File: src/include/ringer_defs.svh
// Offsets, field positions, reset values and timing figures of the ringer
`ifndef RINGER_DEFS_SVH
`define RINGER_DEFS_SVH

`define RINGER_ADDR_W          9
`define RINGER_DATA_W          8
`define RINGER_CLK_GATE_ADDR   9'h1a0
`define RINGER_STATUS_ADDR     9'h1a1
`define RINGER_CH1_CTRL_ADDR   9'h1a2
`define RINGER_CH1_DIV_ADDR    9'h1a3
`define RINGER_CH2_CTRL_ADDR   9'h1a4
`define RINGER_CH2_DIV_ADDR    9'h1a5
`define RINGER_CH1_POS_ADDR    9'h1a6
`define RINGER_CH2_POS_ADDR    9'h1a7
`define RINGER_CH_ADDR_STEP    9'h002
`define RINGER_REG_RESET       8'h00
`define RINGER_CLK_ON_BIT      7
`define RINGER_TONE_ON_BIT     7
`define RINGER_VOL_MSB         4
`define RINGER_STAT_PWM_LSB    2
`define RINGER_CHANNELS        2
`define RINGER_SLOT_LAST       5'h1f

// Tone base clock and its fixed prescaler, in kHz
`define RINGER_BASE_KHZ        12288
`define RINGER_BASE_PRESCALE   16
`define RINGER_TICK_KHZ        (`RINGER_BASE_KHZ / `RINGER_BASE_PRESCALE)
// Core clock period in ns and the rate derived from it, in kHz
`define RINGER_CORE_PERIOD_NS  50
`define RINGER_CORE_KHZ        (1000000 / `RINGER_CORE_PERIOD_NS)
`define RINGER_ACC_W           15

`endif

File: src/include/ringer_pkg.sv
// Types shared by the ringer tone generator files
package ringer_pkg;

  typedef logic [8:0] ringer_addr_t;
  typedef logic [7:0] ringer_byte_t;
  typedef logic [4:0] ringer_vol_t;
  typedef logic [4:0] ringer_slot_t;

  typedef enum logic [0:0] {
    TONE_IDLE,
    TONE_RUN
  } tone_state_e;

endpackage : ringer_pkg

File: src/design/dual_ringer_tone_pwm.sv
// Two-channel ringer tone generator with PWM outputs and byte registers
//
// Contract
// - Two independent channels, outputs mixed together
// - Five-bit volume field gives 32 levels
// - Tone is 12.288 MHz over 16, 32, N+1
// - Clock-gate bit 7 runs or stops generator
// - Channel enable writable only while clock runs
// - Zero volume mutes an enabled channel
// - Control bit 7 enables channel; 6:5 reserved
// - Channel one: 768 kHz over 32(N+1)
// - Channel two uses same 768 kHz form
`include "ringer_defs.svh"

module dual_ringer_tone_pwm (
  input  wire logic                      core_clk_i,
  input  wire logic                      arst_n_i,
  input  wire ringer_pkg::ringer_addr_t  addr_i,
  input  wire ringer_pkg::ringer_byte_t  wr_data_i,
  input  wire logic                      wr_en_i,
  input  wire logic                      rd_en_i,
  output ringer_pkg::ringer_byte_t       rd_data_o,
  output logic                           tone1_pwm_o,
  output logic                           tone2_pwm_o,
  output logic                           tone_mix_pwm_o,
  output logic                           tone1_period_o,
  output logic                           tone2_period_o
);
  import ringer_pkg::*;

  localparam int NCH = `RINGER_CHANNELS;

  // ************************************************************
  // Reset release
  // ************************************************************

  logic [1:0] rst_pipe;
  logic       rst_n;

  always_ff @(posedge core_clk_i or negedge arst_n_i)
  begin
    if (!arst_n_i)
    begin
      rst_pipe <= 2'b00;
    end
    else
    begin
      rst_pipe <= {rst_pipe[0], 1'b1};
    end
  end

  assign rst_n = rst_pipe[1];

  // ************************************************************
  // Register storage
  // ************************************************************

  logic         clock_on;
  logic [1:0]   tone_on;
  ringer_vol_t  volume [NCH];
  ringer_byte_t first_channel_divider;
  ringer_byte_t second_channel_divider;
  ringer_byte_t divider [NCH];

  logic [1:0]   active;
  logic [1:0]   pwm_q;
  logic [1:0]   period_q;
  logic [1:0]   next_pwm;
  logic [1:0]   period_end;
  ringer_slot_t slot [NCH];

  logic         wr_gate;
  logic         wr_div1;
  logic         wr_div2;

  assign wr_gate = wr_en_i && (addr_i == `RINGER_CLK_GATE_ADDR);
  assign wr_div1 = wr_en_i && (addr_i == `RINGER_CH1_DIV_ADDR);
  assign wr_div2 = wr_en_i && (addr_i == `RINGER_CH2_DIV_ADDR);

  // Only bit 7 is kept; the reserved bits are dropped
  always_ff @(posedge core_clk_i or negedge rst_n)
  begin
    if (!rst_n)
    begin
      clock_on <= 1'b0;
    end
    else if (wr_gate)
    begin
      clock_on <= wr_data_i[`RINGER_CLK_ON_BIT];
    end
  end

  always_ff @(posedge core_clk_i or negedge rst_n)
  begin
    if (!rst_n)
    begin
      first_channel_divider <= `RINGER_REG_RESET;
    end
    else if (wr_div1)
    begin
      first_channel_divider <= wr_data_i;
    end
  end

  always_ff @(posedge core_clk_i or negedge rst_n)
  begin
    if (!rst_n)
    begin
      second_channel_divider <= `RINGER_REG_RESET;
    end
    else if (wr_div2)
    begin
      second_channel_divider <= wr_data_i;
    end
  end

  assign divider[0] = first_channel_divider;
  assign divider[1] = second_channel_divider;

  // ************************************************************
  // Tone tick and PWM carrier
  // ************************************************************

  logic       tick;
  logic [4:0] carrier;

  // The whole generator advances only while the clock gate is on
  ringer_slot_tick u_tick (
    .core_clk_i (core_clk_i),
    .rst_n      (rst_n),
    .run_i      (clock_on),
    .tick_o     (tick)
  );

  // Fine PWM step counter; compared against the volume level
  always_ff @(posedge core_clk_i or negedge rst_n)
  begin
    if (!rst_n)
    begin
      carrier <= 5'h00;
    end
    else if (clock_on)
    begin
      carrier <= carrier + 5'h01;
    end
  end

  // ************************************************************
  // Tone channels
  // ************************************************************

  for (genvar g = 0; g < NCH; g++)
  begin : g_ch
    localparam ringer_addr_t CTRL_ADDR =
      9'(`RINGER_CH1_CTRL_ADDR + g * `RINGER_CH_ADDR_STEP);

    logic         wr_ctrl;
    tone_state_e  state;
    ringer_vol_t  vol_sh;
    ringer_byte_t div_sh;
    logic         running;

    assign wr_ctrl = wr_en_i && (addr_i == CTRL_ADDR);
    assign running = (state == TONE_RUN);
    assign active[g] = running;

    // Volume always takes the write
    always_ff @(posedge core_clk_i or negedge rst_n)
    begin
      if (!rst_n)
      begin
        volume[g] <= 5'h00;
      end
      else if (wr_ctrl)
      begin
        volume[g] <= wr_data_i[`RINGER_VOL_MSB:0];
      end
    end

    // Enable ignores writes while the generator clock is stopped
    always_ff @(posedge core_clk_i or negedge rst_n)
    begin
      if (!rst_n)
      begin
        tone_on[g] <= 1'b0;
      end
      else if (wr_ctrl && clock_on)
      begin
        tone_on[g] <= wr_data_i[`RINGER_TONE_ON_BIT];
      end
    end

    // Settings are taken at the start and at each period boundary,
    // so a running tone shows a partial period only when its enable is cleared mid-period
    always_ff @(posedge core_clk_i or negedge rst_n)
    begin
      if (!rst_n)
      begin
        state  <= TONE_IDLE;
        vol_sh <= 5'h00;
        div_sh <= 8'h00;
      end
      else if (clock_on)
      begin
        case (state)
          TONE_IDLE:
          begin
            if (tone_on[g])
            begin
              state  <= TONE_RUN;
              vol_sh <= volume[g];
              div_sh <= divider[g];
            end
          end
          TONE_RUN:
          begin
            if (!tone_on[g])
            begin
              state <= TONE_IDLE;
            end
            else if (period_end[g])
            begin
              vol_sh <= volume[g];
              div_sh <= divider[g];
            end
          end
          default:
          begin
            state <= TONE_IDLE;
          end
        endcase
      end
    end

    // Each slot lasts N+1 ticks, a period is 32 slots
    ringer_period_counter u_period (
      .core_clk_i   (core_clk_i),
      .rst_n        (rst_n),
      .clear_i      (!running),
      .step_i       (clock_on && tick && running),
      .limit_i      (div_sh),
      .slot_o       (slot[g]),
      .period_end_o (period_end[g])
    );

    // First half of the period (slots 0 to 15) carries PWM at duty volume/32
    assign next_pwm[g] = clock_on &&
                         running &&
                         (vol_sh != 5'h00) &&
                         !slot[g][4] &&
                         (carrier < vol_sh);

    always_ff @(posedge core_clk_i or negedge rst_n)
    begin
      if (!rst_n)
      begin
        pwm_q[g] <= 1'b0;
      end
      else
      begin
        pwm_q[g] <= next_pwm[g];
      end
    end

    // Period pulse lets software time a zero-volume period
    always_ff @(posedge core_clk_i or negedge rst_n)
    begin
      if (!rst_n)
      begin
        period_q[g] <= 1'b0;
      end
      else
      begin
        period_q[g] <= period_end[g];
      end
    end
  end

  // ************************************************************
  // Outputs
  // ************************************************************

  logic mix_q;

  // Both channels combine into the speaker drive
  always_ff @(posedge core_clk_i or negedge rst_n)
  begin
    if (!rst_n)
    begin
      mix_q <= 1'b0;
    end
    else
    begin
      mix_q <= |next_pwm;
    end
  end

  assign tone1_pwm_o    = pwm_q[0];
  assign tone2_pwm_o    = pwm_q[1];
  assign tone_mix_pwm_o = mix_q;
  assign tone1_period_o = period_q[0];
  assign tone2_period_o = period_q[1];

  // ************************************************************
  // Register read
  // ************************************************************

  ringer_byte_t next_rd_data;

  // Reserved bits and unmapped addresses read as zero
  always_comb
  begin
    next_rd_data = 8'h00;
    if (rd_en_i)
    begin
      case (addr_i)
        `RINGER_CLK_GATE_ADDR:
        begin
          next_rd_data[`RINGER_CLK_ON_BIT] = clock_on;
        end
        `RINGER_STATUS_ADDR:
        begin
          next_rd_data[`RINGER_CLK_ON_BIT] = clock_on;
          next_rd_data[`RINGER_STAT_PWM_LSB +: 2] = pwm_q;
          next_rd_data[1:0] = active;
        end
        `RINGER_CH1_CTRL_ADDR:
        begin
          next_rd_data[`RINGER_TONE_ON_BIT] = tone_on[0];
          next_rd_data[`RINGER_VOL_MSB:0] = volume[0];
        end
        `RINGER_CH1_DIV_ADDR:
        begin
          next_rd_data = first_channel_divider;
        end
        `RINGER_CH2_CTRL_ADDR:
        begin
          next_rd_data[`RINGER_TONE_ON_BIT] = tone_on[1];
          next_rd_data[`RINGER_VOL_MSB:0] = volume[1];
        end
        `RINGER_CH2_DIV_ADDR:
        begin
          next_rd_data = second_channel_divider;
        end
        `RINGER_CH1_POS_ADDR:
        begin
          next_rd_data[4:0] = slot[0];
        end
        `RINGER_CH2_POS_ADDR:
        begin
          next_rd_data[4:0] = slot[1];
        end
        default:
        begin
          next_rd_data = 8'h00;
        end
      endcase
    end
  end

  // Read data stand for the one cycle after the strobe only
  always_ff @(posedge core_clk_i or negedge rst_n)
  begin
    if (!rst_n)
    begin
      rd_data_o <= 8'h00;
    end
    else
    begin
      rd_data_o <= next_rd_data;
    end
  end

endmodule : dual_ringer_tone_pwm

File: src/design/ringer_slot_tick.sv
// Fractional divider making the 768 kHz tone tick from the core clock
`include "ringer_defs.svh"

module ringer_slot_tick (
  input  wire logic core_clk_i,
  input  wire logic rst_n,
  input  wire logic run_i,
  output logic      tick_o
);
  import ringer_pkg::*;

  localparam logic [15:0] TICK_INC = 16'(`RINGER_TICK_KHZ);
  localparam logic [15:0] MODULUS  = 16'(`RINGER_CORE_KHZ);

  logic [`RINGER_ACC_W-1:0] acc;
  logic [15:0]              sum;

  assign sum = {1'b0, acc} + TICK_INC;

  // Average tick rate is exactly TICK_INC / MODULUS of the core rate
  always_ff @(posedge core_clk_i or negedge rst_n)
  begin
    if (!rst_n)
    begin
      acc    <= '0;
      tick_o <= 1'b0;
    end
    else if (!run_i)
    begin
      tick_o <= 1'b0;
    end
    else if (sum >= MODULUS)
    begin
      acc    <= 15'(sum - MODULUS);
      tick_o <= 1'b1;
    end
    else
    begin
      acc    <= 15'(sum);
      tick_o <= 1'b0;
    end
  end

endmodule : ringer_slot_tick

File: src/design/ringer_period_counter.sv
// Counts ticks into the 32 sub-slots of one tone period
`include "ringer_defs.svh"

module ringer_period_counter (
  input  wire logic                      core_clk_i,
  input  wire logic                      rst_n,
  input  wire logic                      clear_i,
  input  wire logic                      step_i,
  input  wire logic [7:0]                limit_i,
  output ringer_pkg::ringer_slot_t       slot_o,
  output logic                           period_end_o
);
  import ringer_pkg::*;

  logic [7:0] tick_cnt;
  logic       slot_done;

  assign slot_done    = step_i && (tick_cnt == limit_i);
  assign period_end_o = slot_done && (slot_o == `RINGER_SLOT_LAST);

  always_ff @(posedge core_clk_i or negedge rst_n)
  begin
    if (!rst_n)
    begin
      tick_cnt <= 8'h00;
      slot_o   <= 5'h00;
    end
    else if (clear_i)
    begin
      tick_cnt <= 8'h00;
      slot_o   <= 5'h00;
    end
    else if (slot_done)
    begin
      tick_cnt <= 8'h00;
      slot_o   <= slot_o + 5'h01;
    end
    else if (step_i)
    begin
      tick_cnt <= tick_cnt + 8'h01;
    end
  end

endmodule : ringer_period_counter

File: config.mk
export PLATFORM = sky130hd
export DESIGN_NAME = dual_ringer_tone_pwm
export DESIGN_NICKNAME = d
export VERILOG_FILES = /design/src/include/ringer_pkg.sv /design/src/design/dual_ringer_tone_pwm.sv /design/src/design/ringer_slot_tick.sv /design/src/design/ringer_period_counter.sv
export VERILOG_INCLUDE_DIRS = /design/src /design/src/include
export SDC_FILE = /design/constraint.sdc
export NUM_CORES = 1
export LEC_CHECK = 0
export BUFFER_PORTS_ARGS = -buffer_cell sky130_fd_sc_hd__buf_2
export CAP_MARGIN = 10
export CORE_ASPECT_RATIO = 0.5
export CORE_MARGIN = 10
export CORE_UTILIZATION = 55
export CTS_CLUSTER_SIZE = 14
export DETAILED_ROUTE_END_ITERATION = 10
export GPL_ROUTABILITY_DRIVEN = 0
export HOLD_SLACK_MARGIN = 0.05
export PLACE_DENSITY = 0.78
export SETUP_SLACK_MARGIN = 0.2
export SYNTH_ARGS = -nofsm -noshare
export SYNTH_HDL_FRONTEND = slang
export SYNTH_HIERARCHICAL = 1
export SYNTH_SLANG_ARGS = --single-unit
File: constraint.sdc
create_clock -name core_clk_i -period 3.6 [get_ports core_clk_i]
set_clock_uncertainty 0.1 [all_clocks]
set_input_delay 0.9 -clock core_clk_i [delete_from_list [all_inputs] [get_ports core_clk_i]]
set_output_delay 0.9 -clock core_clk_i [all_outputs]
set_load 0.1 [all_outputs]
==> flow_summary.ini <==
[power_and_ir_drop]
vdd_drop_max_uv = 342
p_clk_share_pct = 44.8
seqPwrFrac_pct = 40.9
netSwitchingFraction_pct = 26.8
p_sw_mw = 0.961
combPwrFrac_pct = 14.3
internal-power_mw = 2.62
powerDensity_nw_per_um2 = 537
leakagePower_nw = 3.15

[synthesis]
synthDominantCellAreaShare_pct = 48.9
synth_seq_area_share_pct = 48.9
ys_ff_latch = 114
avgSynthCellArea_um2 = 11.5
synth_top_area_cell = dfrtp_1
yosys_warnings = 6
syn_area_um2 = 5830
synth_ff_type = dfrtp_1
synth_edf_count = 0
yosys-top-cells-area = dfrtp_1, mux2_2, xnor2_1
synth_fp_nets = 548
yosysMostFrequentCell = dfrtp_1
synth_cell_types = 62
async_flop_share_pct = 100
synth_common_cells = dfrtp_1, mux2_2, xnor2_1, nand2_1, inv_1
synth_cells = 508

[setup_path]
crit_path_cell_trace = and3_1 -> nand2_1 -> nor3_2 -> and2_1 -> inv_1 -> a21oi_2 -> mux2_2
worst_r2r_path_depth = 7
crit_type = register to register
reg2reg_slack_ns = 0.97
setup.worst_path.end_class = register
worstSetupStartpointType = register
critPathArrivalTime_ns = 2.83
worst_ep_required_time_ns = 3.80
critPathMaxFanout = 17
slowest_stage = a21oi_2
slowest_delay_ns = 0.60
r2r_end = g_ch[0].div_sh[2]
r2r-start = g_ch[0].running

[timing]
tns_ns = 0
worst_slew_pin_slew_ns = 0.790
post-route-period-util_pct = 73.1
min_period_ns = 2.63
setup-violations-final = 0
max_freq_ghz = 0.380
holdWs_ns = 0.158
relSlewSlack_pct = 47.3
rsz0062_at_grt = false
hold_viol_final = 0
slew_viol_final = 0

[status]
outcome = finished, final reports clean

[placement]
io_buffers = 33
dp_hpwl_mm = 8.87

[route]
wl_mm = 12.8
drcViolationCount = 0
wire_per_inst_um = 18.4
vias_per_cell = 5.73
vias = 3974
first_iter_violations = 399
firstDrtPassIters = 4
final_antenna_net_count = 0

[clock_tree]
cts_root_buf = clkbuf_16
post-cts-setup-buffers = 0
clk_pin_slew_ns = 0.05
cts_resized = 0
cts_tree = built
clock_sinks = 114
cts_buffers = 17
clk-insertion-delay-late_ns = 0.42
holdBufCountCts = 0
cts_buffer_depth = 2
htreeDepth = 4

[floorplanning]
fp.dieH_um = 92.8
num_io_pins = 34
design.die.area_um2 = 15400
std_cell_rows = 26
start_util_pct = 56.7
coreArea_um2 = 10300
dieWidth_um = 166

[finish]
area.growth.synth_to_final_pct = 14.4
regArea_um2 = 2860
multi_input_area_um2 = 2760
fin_nets = 583
layout-drive-gt1-share_pct = 25.1
nFillCells = 828
antenna-diode-count = 0
final_util_pct = 64.9

[global_route]
grt_overflow = 0
grt_use_total_pct = 17.7
grt_antenna_before_repair = 0
grt_pass1_vias = 4056
grt_pass1_wl_mm = 21.4
grt_max_degree = 76

[flow_run]
timing.max_cap.violations = 0

[min_path]
hold_path_class = input pin to async pin
sequential cells by signal (all words and copies together), names as in the netlist, 5 cells and up:
signal	cells
rd_data_o	8
g_ch.u_period/tick_cnt	16
second_channel_divider	8
carrier	5
u_tick/acc	10
g_ch.div_sh	16
volume	10
first_channel_divider	8
g_ch.u_period/slot_o	10
g_ch.vol_sh	10
worst max-delay path, delay by kind of cell, from the launching register on:
kind,cells,cell delay (ns)
simple gates,4,0.92
compound gates,1,0.60
flops,1,0.43
mux,1,0.42
buf+inv,1,0.05
cells by family (layout without fill, tap and decap cells):
| kind of cell | count (synthesis) | after routing | share of synthesized area [%] |
|---|---|---|---|
| simple gates | 144 | 144 | 14.2 |
| compound gates | 68 | 68 | 7.94 |
| buf+inv | 47 | 93 | 3.67 |
| mux | 72 | 72 | 14.4 |
| xor+xnor | 43 | 43 | 6.72 |
| fa+ha+maj | 19 | 19 | 4.08 |
| other cells | 1 | 1 | 0.0643 |
| flops | 114 | 114 | 48.9 |
cell type report:
type / instances / area share [%]
Inverter: 25 / 1.41
Clock buffer: 25 / 7.73
Tap cell: 140 / 2.63
Timing Repair Buffer: 38 / 3.23
Sequential cell: 114 / 42.8
Multi-Input combinational cell: 347 / 41.4
Clock inverter: 5 / 0.751
through the flow:
stage                     std cells  total power, mW  area, µm²  setup slack (ns)
after floorplan                 508             1.88       5830             0.609
after global placement          664             1.98       6100             0.975
after detailed placement        664             1.99       6100             0.902
after CTS                       694             3.60       6670             0.960
after global routing            694             3.74       6670             0.732
final                           694             3.58       6670             0.968
cells in the final DEF, fill, tap and decap left out, drive strengths merged, types with 2 or more instances in the layout:
cell     synthesis  final
dfrtp          114    114
buf             14     38
a211oi           8      8
mux4             4      4
xnor2           32     32
o31ai            2      2
a2111o           2      2
a22oi            4      4
a31oi            2      2
nand2b          17     17
nor3            21     21
nand4            9      9
nor2b            7      7
or2              2      2
nand2           29     29
clkinv           0      4
nor4bb           2      2
nor3b            2      2
xor2            11     11
mux2            54     54
o2111ai          5      5
mux2i           14     14
ha              19     19
o32ai            3      3
or4              4      4
nor4             3      3
nand4b           3      3
and2             2      2
and3             7      7
clkbuf           8     25
a21oi           14     14
nor2            21     21
o22ai            2      2
o21ai           18     18
nand3            5      5
inv             25     25
nand3b           7      7
metal layers:
metal  vias to the layer above  share of wire, %  track usage, %
met5                         -                 0               0
met3                        14               4.8            4.68
met1                      1987                47            23.7
met4                         0               1.1            6.40
met2                        84                47            27.0
li1                       1889                 -               -
how the worst max path moves through the flow:
| stage | startpoint | end | slack, ns | cells after the start |
|---|---|---|---|---|
| 2_1_floorplan | clock_on | g_ch[0].div_sh[6] | 0.61 | 12 |
| 3_3_place_gp | addr_i[2] | second_channel_divider[5] | 0.97 | 4 |
| 3_5_place_dp | addr_i[2] | second_channel_divider[7] | 0.90 | 4 |
| 4_1_cts | g_ch[0].running | g_ch[0].div_sh[6] | 0.96 | 7 |
| 5_1_grt | g_ch[0].running | g_ch[0].div_sh[2] | 0.73 | 7 |
| 6_report | g_ch[0].running | g_ch[0].div_sh[2] | 0.97 | 7 |
power groups by stage:
stage	clock, mW	combinational, mW	sequential, mW
after floorplan	0	0.428	1.46
after global placement	0	0.503	1.48
after detailed placement	0	0.514	1.48
after CTS	1.62	0.515	1.46
after global routing	1.68	0.575	1.48
final	1.60	0.513	1.46
No activity file was read; power rests on OpenSTA's default activity.
